## config.mk

```make
export PLATFORM = sky130hd
export DESIGN_NAME = psc_port_strap
export DESIGN_NICKNAME = d
export VERILOG_FILES = /design/src/verilog/psc_sync.v /design/src/verilog/psc_port_strap.v
export VERILOG_INCLUDE_DIRS = /design/src /design/src/verilog
export SDC_FILE = /design/constraint.sdc
export NUM_CORES = 1
export LEC_CHECK = 0
export BUFFER_PORTS_ARGS = -buffer_cell sky130_fd_sc_hd__buf_4
export CAP_MARGIN = 25
export CORE_ASPECT_RATIO = 1.2
export CORE_MARGIN = 10
export CORE_UTILIZATION = 47
export CTS_CLUSTER_SIZE = 28
export DETAILED_ROUTE_END_ITERATION = 6
export PLACE_DENSITY = 0.86
export SYNTH_ARGS = -nofsm -noshare
export SYNTH_HDL_FRONTEND = slang
export SYNTH_SLANG_ARGS = --single-unit
```

## constraint.sdc

```tcl
create_clock -name sysClk -period 1.65 [get_ports sysClk]
set_input_delay 0.165 -clock sysClk [delete_from_list [all_inputs] [get_ports sysClk]]
set_output_delay 0.165 -clock sysClk [all_outputs]
set_load 0.01 [all_outputs]
```

## src/verilog/psc_port_strap_map.vh

```
/*
 * Constants for the port strap configuration block: APB register
 * offsets, field positions, reset values and the strap settle count.
 * Assumes a single 10 MHz core clock and a 32-bit APB bus.
 */
// Overview of operation
// - second channel strap high enables VC1, no sharing
// - strap low disables VC1, VC0 takes buffers
// - polarity strap high turns inversion detection off
// - payload strap selects 512 or 256 byte capability
// - low slot present input means device present
// - refclk strap records common or separate clock
// - slot implemented bit means slot, else chip-to-chip
// - select low runs pins as clock requests
// - request deasserted stops refclk and PLL, L1
// - request asserted restarts refclk, PLL, leaves L1
// - select high drives pins as port status
// - select low L1.1, high status output mode
// - reset initialises all internal state
`ifndef PSC_PORT_STRAP_MAP_VH
`define PSC_PORT_STRAP_MAP_VH

// register byte offsets
`define PSC_OFF_CFG 8'h00
`define PSC_OFF_PM 8'h04
`define PSC_OFF_CTRL 8'h08
`define PSC_OFF_STAT 8'h0c

// configuration register fields
`define PSC_CFG_VC1 0
`define PSC_CFG_SHARE 1
`define PSC_CFG_POLDET 2
`define PSC_CFG_MPS_LO 4
`define PSC_CFG_MPS_HI 6
`define PSC_CFG_COMCLK 7
`define PSC_CFG_MODE 8
`define PSC_CFG_SLOT_LO 9
`define PSC_CFG_SLOT_HI 11
`define PSC_CFG_PRES_LO 12
`define PSC_CFG_PRES_HI 14
`define PSC_CFG_VALID 15

// power register fields
`define PSC_PM_CLK_LO 0
`define PSC_PM_CLK_HI 3
`define PSC_PM_L1_LO 4
`define PSC_PM_L1_HI 7

// control register fields and reset values
`define PSC_CTRL_REQEN_LO 0
`define PSC_CTRL_REQEN_HI 3
`define PSC_CTRL_RST 4'hf

// per-port pin and clock slice reset values
`define PSC_PIN_OUT_RST 1'b1
`define PSC_PIN_OE_RST 1'b0
`define PSC_CLK_ON_RST 1'b1
`define PSC_L1_RST 1'b0

// max payload size capability encodings
`define PSC_MPS_256 3'h1
`define PSC_MPS_512 3'h2

// cycles after reset release before straps are latched
`define PSC_SETTLE_CYC 2'h3

`endif

```

## src/verilog/psc_sync.v

```verilog
/*
 * Two flip-flop level synchroniser, one chain per bit.
 * Assumes inputs are quasi-static levels from pins.
 */
module psc_sync #(
	parameter W = 1,
	parameter [W-1:0] INIT = {W{1'b0}}
) (
	// clock and reset
	input wire sysClk,
	input wire rstn,
	// asynchronous level in, synchronised level out
	input wire [W-1:0] asyncIn,
	output wire [W-1:0] syncOut
);

	genvar i;

	generate
		for (i = 0; i < W; i = i + 1) begin : gBit
			reg meta_q; // first stage, read only by second
			reg stab_q; // second stage, safe to use

			// two stages per bit; reset to the idle pin level
			always @(posedge sysClk or negedge rstn) begin
				if (!rstn) begin
					meta_q <= INIT[i];
					stab_q <= INIT[i];
				end else begin
					meta_q <= asyncIn[i];
					stab_q <= meta_q;
				end
			end

			assign syncOut[i] = stab_q;
		end
	endgenerate

endmodule // psc_sync

```

## src/verilog/psc_port_strap.v

```verilog
/*
 * Port strap configuration for a four-port switch: latches the level
 * straps after reset, reports slot presence, and runs the shared
 * per-port pins either as open-drain clock requests or as status.
 * Assumes straps are static while running, APB on the core clock,
 * and an external pull-up on the clock request wires.
 * Limitation: a strap moved while running is not seen until the
 * next reset; only slot presence follows its pins live.
 */
`include "psc_port_strap_map.vh"

module psc_port_strap (
	// clock and reset
	input wire sysClk,
	input wire rstn,
	// configuration straps from pins
	input wire secondChannelEnableStrap,
	input wire polarityDetectDisableStrap,
	input wire largePayloadStrap,
	input wire commonRefclkStrap,
	input wire [3:1] slotImplementedStrap,
	input wire [3:1] slotPresentN,
	input wire substateOrStatusSelect,
	// shared per-port pins, open drain in clock request mode
	input wire [3:0] refclkRequestNIn,
	output reg [3:0] refclkRequestNOut,
	output reg [3:0] refclkRequestNOe,
	// port core side
	input wire [3:0] linkClkReq,
	input wire [3:0] portStatus,
	// configuration results to the switch core
	output reg vc1Enable,
	output reg vcShareAvail,
	output reg vc0TakesVc1Buf,
	output reg polarityDetectEn,
	output reg [2:0] maxPayloadCap,
	output reg commonRefclk,
	output reg [3:1] slotImplemented,
	output reg [3:1] slotPresent,
	output reg statusMode,
	output reg cfgValid,
	// reference clock and pll control per port
	output reg [3:0] refclkEnable,
	output reg [3:0] pllEnable,
	output reg [3:0] l1Substate,
	// apb slave
	input wire psel,
	input wire penable,
	input wire pwrite,
	input wire [7:0] paddr,
	input wire [31:0] pwdata,
	output wire pready,
	output reg pslverr,
	output reg [31:0] prdata
);

	// synchronised pin levels
	wire [7:0] strapSync; // static straps after two flops
	wire [3:1] presSync; // slot present, active low
	wire [3:0] reqSync; // clock request wire level

	// capture sequencing
	reg [1:0] settle_q; // cycles since reset release
	reg [1:0] settle_d;
	reg capture; // one-cycle latch strobe

	// software control
	reg [3:0] reqEn_q; // per-port clock request enable
	reg [3:0] reqEn_d;

	// status pins mirror, registered before leaving
	reg [3:0] statHold_q;

	// apb decode
	wire setup; // first phase of a transfer
	wire access; // second phase, always completes
	wire wrCtrl; // write to control register
	reg addrHit; // address maps to a register
	reg [31:0] rdMux; // read data of the addressed register

	// index of the per-port slices
	genvar p;

	// all strap pins idle low through their pull-downs
	psc_sync #(
		.W(8),
		.INIT(8'h00)
	) uStrapSync (
		.sysClk(sysClk),
		.rstn(rstn),
		.asyncIn({substateOrStatusSelect, slotImplementedStrap,
			commonRefclkStrap, largePayloadStrap,
			polarityDetectDisableStrap, secondChannelEnableStrap}),
		.syncOut(strapSync)
	);

	// presence pins reset as absent
	psc_sync #(
		.W(3),
		.INIT(3'h7)
	) uPresSync (
		.sysClk(sysClk),
		.rstn(rstn),
		.asyncIn(slotPresentN),
		.syncOut(presSync)
	);

	// request wires idle high through the board pull-up
	psc_sync #(
		.W(4),
		.INIT(4'hf)
	) uReqSync (
		.sysClk(sysClk),
		.rstn(rstn),
		.asyncIn(refclkRequestNIn),
		.syncOut(reqSync)
	);

	// settle counter: wait for the synchronisers to fill
	always @* begin
		settle_d = settle_q;
		capture = 1'b0;
		if (settle_q != `PSC_SETTLE_CYC) begin
			settle_d = settle_q + 2'h1;
			// latch on the last step, once the chain holds pin data
			if (settle_q == (`PSC_SETTLE_CYC - 2'h1)) begin
				capture = 1'b1;
			end
		end
	end

	always @(posedge sysClk or negedge rstn) begin
		if (!rstn) begin
			// restart the count on every reset
			settle_q <= 2'h0;
		end else begin
			// count up, then park at the end value
			settle_q <= settle_d;
		end
	end

	// strap latch: sampled once per reset, held until the next
	always @(posedge sysClk or negedge rstn) begin
		if (!rstn) begin
			// defaults are all zero except a 256 byte payload cap
			vc1Enable <= 1'b0;
			vcShareAvail <= 1'b0;
			vc0TakesVc1Buf <= 1'b0;
			polarityDetectEn <= 1'b0;
			maxPayloadCap <= `PSC_MPS_256;
			commonRefclk <= 1'b0;
			slotImplemented <= 3'h0;
			statusMode <= 1'b0;
			cfgValid <= 1'b0;
		end else if (capture) begin
			// vc1 on means its buffers are not lent to vc0
			vc1Enable <= strapSync[0];
			vcShareAvail <= ~strapSync[0];
			vc0TakesVc1Buf <= ~strapSync[0];
			polarityDetectEn <= ~strapSync[1];
			if (strapSync[2]) begin
				maxPayloadCap <= `PSC_MPS_512;
			end else begin
				maxPayloadCap <= `PSC_MPS_256;
			end
			commonRefclk <= strapSync[3];
			slotImplemented <= strapSync[6:4];
			// pin mode is fixed for the whole reset period
			statusMode <= strapSync[7];
			cfgValid <= 1'b1;
		end
	end

	// presence follows the slot live, so hot insertion shows up
	always @(posedge sysClk or negedge rstn) begin
		if (!rstn) begin
			// nothing reported present during reset
			slotPresent <= 3'h0;
		end else begin
			// pin is active low, report is active high
			slotPresent <= ~presSync;
		end
	end

	// control register write path
	always @* begin
		// hold unless software writes
		reqEn_d = reqEn_q;
		if (wrCtrl) begin
			// upper write bits are ignored
			reqEn_d = pwdata[`PSC_CTRL_REQEN_HI:`PSC_CTRL_REQEN_LO];
		end
	end

	always @(posedge sysClk or negedge rstn) begin
		if (!rstn) begin
			// every port may ask for clock after reset
			reqEn_q <= `PSC_CTRL_RST;
		end else begin
			reqEn_q <= reqEn_d;
		end
	end

	// per-port slices: status mirror, pin driver and clock gating
	generate
		for (p = 0; p < 4; p = p + 1) begin : gPort
			wire askClk; // core asks and software allows it
			wire sideband; // pin runs as a clock request
			wire reqIdle; // nobody pulls this port's wire

			// software can veto a core request per port
			assign askClk = linkClkReq[p] & reqEn_q[p];
			// only a known request mode may gate the clock
			assign sideband = cfgValid & ~statusMode;
			// the pull-up wins only when every party lets go
			assign reqIdle = reqSync[p];

			// status mirror, one flop so the pin sees no core glitch
			always @(posedge sysClk or negedge rstn) begin
				if (!rstn) begin
					statHold_q[p] <= 1'b0;
				end else begin
					statHold_q[p] <= portStatus[p];
				end
			end

			// shared pin driver
			always @(posedge sysClk or negedge rstn) begin
				if (!rstn) begin
					// released until the mode is known
					refclkRequestNOut[p] <= `PSC_PIN_OUT_RST;
					refclkRequestNOe[p] <= `PSC_PIN_OE_RST;
				end else if (!cfgValid) begin
					// no drive before the straps are known
					refclkRequestNOut[p] <= 1'b1;
					refclkRequestNOe[p] <= 1'b0;
				end else if (statusMode) begin
					// debug header view of each port
					refclkRequestNOut[p] <= statHold_q[p];
					refclkRequestNOe[p] <= 1'b1;
				end else begin
					// open drain: pull low to ask, else let go
					refclkRequestNOut[p] <= 1'b0;
					refclkRequestNOe[p] <= askClk;
				end
			end

			// clock and pll gating from the wired-and request level
			always @(posedge sysClk or negedge rstn) begin
				if (!rstn) begin
					// clock runs through reset so training can start
					refclkEnable[p] <= `PSC_CLK_ON_RST;
					pllEnable[p] <= `PSC_CLK_ON_RST;
					l1Substate[p] <= `PSC_L1_RST;
				end else if (!sideband) begin
					// no substate without the request sideband
					refclkEnable[p] <= 1'b1;
					pllEnable[p] <= 1'b1;
					l1Substate[p] <= 1'b0;
				end else if (reqIdle) begin
					// nobody pulls the wire: gate clock and pll
					refclkEnable[p] <= 1'b0;
					pllEnable[p] <= 1'b0;
					l1Substate[p] <= 1'b1;
				end else begin
					// any party pulls low: clock back, leave L1
					refclkEnable[p] <= 1'b1;
					pllEnable[p] <= 1'b1;
					l1Substate[p] <= 1'b0;
				end
			end
		end
	endgenerate

	// apb phases; every access completes without wait states
	assign setup = psel & ~penable;
	assign access = psel & penable;
	assign pready = 1'b1;
	// a write lands only in the access phase, at the completing edge
	assign wrCtrl = access & pwrite & (paddr == `PSC_OFF_CTRL);

	// read multiplexer, unused bits read zero
	always @* begin
		rdMux = 32'h0;
		addrHit = 1'b1;
		case (paddr)
			`PSC_OFF_CFG: begin
				// latched straps, live presence and the valid flag
				rdMux[`PSC_CFG_VC1] = vc1Enable;
				rdMux[`PSC_CFG_SHARE] = vcShareAvail;
				rdMux[`PSC_CFG_POLDET] = polarityDetectEn;
				rdMux[`PSC_CFG_MPS_HI:`PSC_CFG_MPS_LO] = maxPayloadCap;
				rdMux[`PSC_CFG_COMCLK] = commonRefclk;
				rdMux[`PSC_CFG_MODE] = statusMode;
				rdMux[`PSC_CFG_SLOT_HI:`PSC_CFG_SLOT_LO] = slotImplemented;
				rdMux[`PSC_CFG_PRES_HI:`PSC_CFG_PRES_LO] = slotPresent;
				rdMux[`PSC_CFG_VALID] = cfgValid;
			end
			`PSC_OFF_PM: begin
				// per-port gating state as applied to the clocks
				rdMux[`PSC_PM_CLK_HI:`PSC_PM_CLK_LO] = refclkEnable;
				rdMux[`PSC_PM_L1_HI:`PSC_PM_L1_LO] = l1Substate;
			end
			`PSC_OFF_CTRL: begin
				// software request enables
				rdMux[`PSC_CTRL_REQEN_HI:`PSC_CTRL_REQEN_LO] = reqEn_q;
			end
			`PSC_OFF_STAT: begin
				// raw synchronised wire level, for board debug
				rdMux[3:0] = reqSync;
			end
			default: begin
				// unmapped or unaligned offset answers with an error
				addrHit = 1'b0;
			end
		endcase
	end

	// read data and error are set up in the setup cycle and held
	always @(posedge sysClk or negedge rstn) begin
		if (!rstn) begin
			// bus idle after reset
			prdata <= 32'h0;
			pslverr <= 1'b0;
		end else if (setup) begin
			// read-only registers ignore writes, no error
			if (pwrite) begin
				prdata <= 32'h0;
			end else begin
				prdata <= rdMux;
			end
			pslverr <= ~addrHit;
		end else if (access) begin
			// hold through the access edge, clear after
			prdata <= prdata;
			pslverr <= pslverr;
		end else begin
			// idle bus reads zero so stale data never leaks
			prdata <= 32'h0;
			pslverr <= 1'b0;
		end
	end

endmodule // psc_port_strap

```

==> impl_metrics.yaml <==
cts:
  clkLatencyLatePin_ns: 0.34
  cts_root_buffer: "clkbuf_8"
  clk_pin_slew_worst_paths_ns: 0.08
  postCtsSetupBuffers: 0
  clockBufferDepth: 2
  cts_tree: "yes"
  htreeDepth: 3
  numCtsBuffers: 9
  clock-sinks: 87
detailed_routing:
  via_per_inst: 4.72
  vias: 1997
  avgRoutedWirePerCell_um: 17.1
  wl_mm: 7.23
  ant_nets: 0
  dr.first_iter.drc_count: 84
  drc: 0
  dr.pass1.iters: 4
run:
  max_cap_viol_count: 0
worst_setup_path:
  slowest_delay_ns: 0.49
  path_delay_family: "adder cells"
  start_kind: "flop"
  critPathCaptureType: "flop"
  crit_type: "flop to flop"
  crit_chain: "inv_1, ha_1, mux2_2"
  cp_num_buf_inv: 1
  worst-path-stages: 3
  reg2reg_depth: 3
  worstPathMaxFanout: 14
  cp_data_arrival_time_ns: 1.72
  critPathSlowestCell: "ha_1"
  required_ns: 1.88
synth:
  synth_area_um2: 3150
  ys_types: 27
  synth-seq-cells: 87
  yosys_warnings: 0
  syn_inst: 219
  syn_avg_cell_area_um2: 14.4
  synth-seq-area-share_pct: 70.3
final_layout:
  diodes: 0
  area_growth_pct: 34.6
  final_cells: 423
  layout_commonest_cell: "buf_4"
  final_cell_mix: "buf_4 (95), dfrtp_1 (60), dfstp_2 (27)"
  drive_gt1_share_pct: 45.9
  fin_nets: 403
  fillers: 490
placed_design:
  post-place-ws_ns: -0.0251
  port_buffers: 91
  place_congestion: 0.791
  place_hpwl_mm: 5.39
  dp.cells: 387
die:
  start_util_pct: 48.5
  ios: 138
  die_y_um: 110
  dieArea_um2: 10400
  num_rows: 32
  die_x_um: 94.7
  core_um2: 6490
timing:
  hold_viol: 0
  fmax_mhz: 671
  slew_violations: 0
  fin_skew_ns: 0.00889
  setup_violations: 0
  layout_setup_ws_ns: 0.160
  slew_headroom_pct: 63.6
  layout_min_cycle_time_ns: 1.49
  tightestPinTransition_ns: 0.546
  rsz0062_at_grt: "no"
  min_period_over_period_pct: 90.3
global_routing:
  antenna_found_initial: 0
  grt_pass1_vias: 2226
  grt.overflow.total: 0
  grt_pass1_wl_mm: 11.3
  grt_max_degree: 38
  grt_usage_pct: 14.4
power:
  p_leak_nw: 2.07
  power_density_nw_per_um2: 960
  vdd_drop_max_v: 0.000489
min_path:
  hp-class: "input port to flop"
  min_delay_path_depth: 2
status:
  run_status: "complete, no violations"
[worst paths after layout]
kind,startpoint,endpoint,slack (ns)
max,settle_q[0]$_DFFE_PN0P_,slotImplemented[3]$_DFFE_PN0P_,0.16
min,pwdata[1],reqEn_q[1]$_DFFE_PN1P_,0.06
max reg2reg,settle_q[0]$_DFFE_PN0P_,slotImplemented[3]$_DFFE_PN0P_,0.16
min reg2reg,uStrapSync.gBit[2].meta_q$_DFF_PN0_,uStrapSync.gBit[2].stab_q$_DFF_PN0_,0.35
max in group asynchronous,rstn,uPresSync.gBit[0].stab_q$_DFF_PN1_,0.68
min in group asynchronous,rstn,prdata[5]$_DFFE_PN0P_,0.31
[layer usage]
metal	share of wire, %	GRT usage (%)	vias to the layer above	wire (um)
met2	54	25.0	80	3920
li1	-	-	913	-
met3	7.7	5.18	16	556
met4	2.4	7.49	0	177
met5	0	0	-	0
met1	36	15.0	988	2570
[stage by stage]
step,total power (W),utilization [%],cell area (um2),hold slack [ns],setup TNS [ns]
CTS,0.00410,65.3,4240,0.0398,0
global placement,0.00263,59.3,3850,0.118,0
floorplan,0.00246,-,3210,-0.131,0
global route,0.00424,65.3,4240,0.0398,0
finish,0.00406,65.3,4240,0.0551,0
detailed placement,0.00265,59.3,3850,0.127,-0.0769
[synthesized netlist by cell type]
cell type	number	share of area [%]
inv_1	12	1.4
mux4_2	3	2.1
conb_1	2	0.24
mux2i_1	5	1.6
buf_4	23	5.5
or3_1	1	0.20
nor4_4	2	1.4
nor2b_1	5	0.99
nand4_1	1	0.20
dfrtp_1	60	48
o21ai_1	8	1.3
mux2_2	12	4.3
a21oi_1	7	1.1
or4_4	2	0.72
o311a_1	1	0.32
clkbuf_1	5	0.60
nand2b_1	2	0.40
dfstp_2	27	23
nor2_1	3	0.36
a22o_1	8	2.2
or2_2	2	0.40
xnor2_1	1	0.28
nand2_1	22	2.6
and2_1	1	0.20
buf_2	1	0.16
ha_1	2	0.80
or4b_1	1	0.32
[power by group]
group | leakage, nW | switching (W) | internal [W]
Combinational | 0.964 | 0.000177 | 0.000190
Clock | 0.0919 | 0.000668 | 0.000746
Sequential | 1.02 | 0.0000469 | 0.00224
Total | 2.07 | 0.000892 | 0.00317
[state kept, by name, indices dropped and copies added, names as in the netlist, 2 cells and up]
signal and count:
uPresSync.gBit.meta_q 3, uStrapSync.gBit.stab_q 8, settle_q 2, refclkRequestNOe 4
pllEnable 4, uReqSync.gBit.stab_q 4, prdata 16, uPresSync.gBit.stab_q 3
uStrapSync.gBit.meta_q 8, reqEn_q 4, uReqSync.gBit.meta_q 4, slotImplemented 3
refclkRequestNOut 4, statHold_q 4, l1Substate 4, slotPresent 3
maxPayloadCap 2
[logic make-up (layout without fill, tap and decap cells)]
| family | Yosys count | in the layout | synth area share (%) |
|---|---|---|---|
| mux | 20 | 20 | 8.03 |
| fa+ha+maj | 2 | 2 | 0.795 |
| buf+inv | 41 | 144 | 7.68 |
| flops | 87 | 87 | 70.3 |
| other cells | 2 | 18 | 0.239 |
| compound gates | 24 | 24 | 4.93 |
| simple gates | 42 | 42 | 7.76 |
| xor+xnor | 1 | 1 | 0.278 |
[final cells by class]
class | instances | area [um2] | area share, %
flip-flops and latches | 87 | 2210 | 52.2
repair buffers | 116 | 933 | 22.0
multi-input cells | 107 | 753 | 17.8
clock buffers | 15 | 156 | 3.69
well taps | 85 | 106 | 2.51
inverters | 12 | 45.0 | 1.06
clock inverters | 1 | 30.0 | 0.709
[what timing repair did]
item	4_1_cts	5_1_grt
hold endpoints to repair	43	0
resized for setup	0	0
hold buffers	20	0
[worst reg2reg max path: cells and delay by family (launching register included)]
family                     cells  cell delay [ns]
adders and majority gates      1             0.49
muxes                          1             0.40
buffers and inverters          1             0.07
DFF                            1             0.41
No activity file was read; power rests on OpenSTA's default activity.
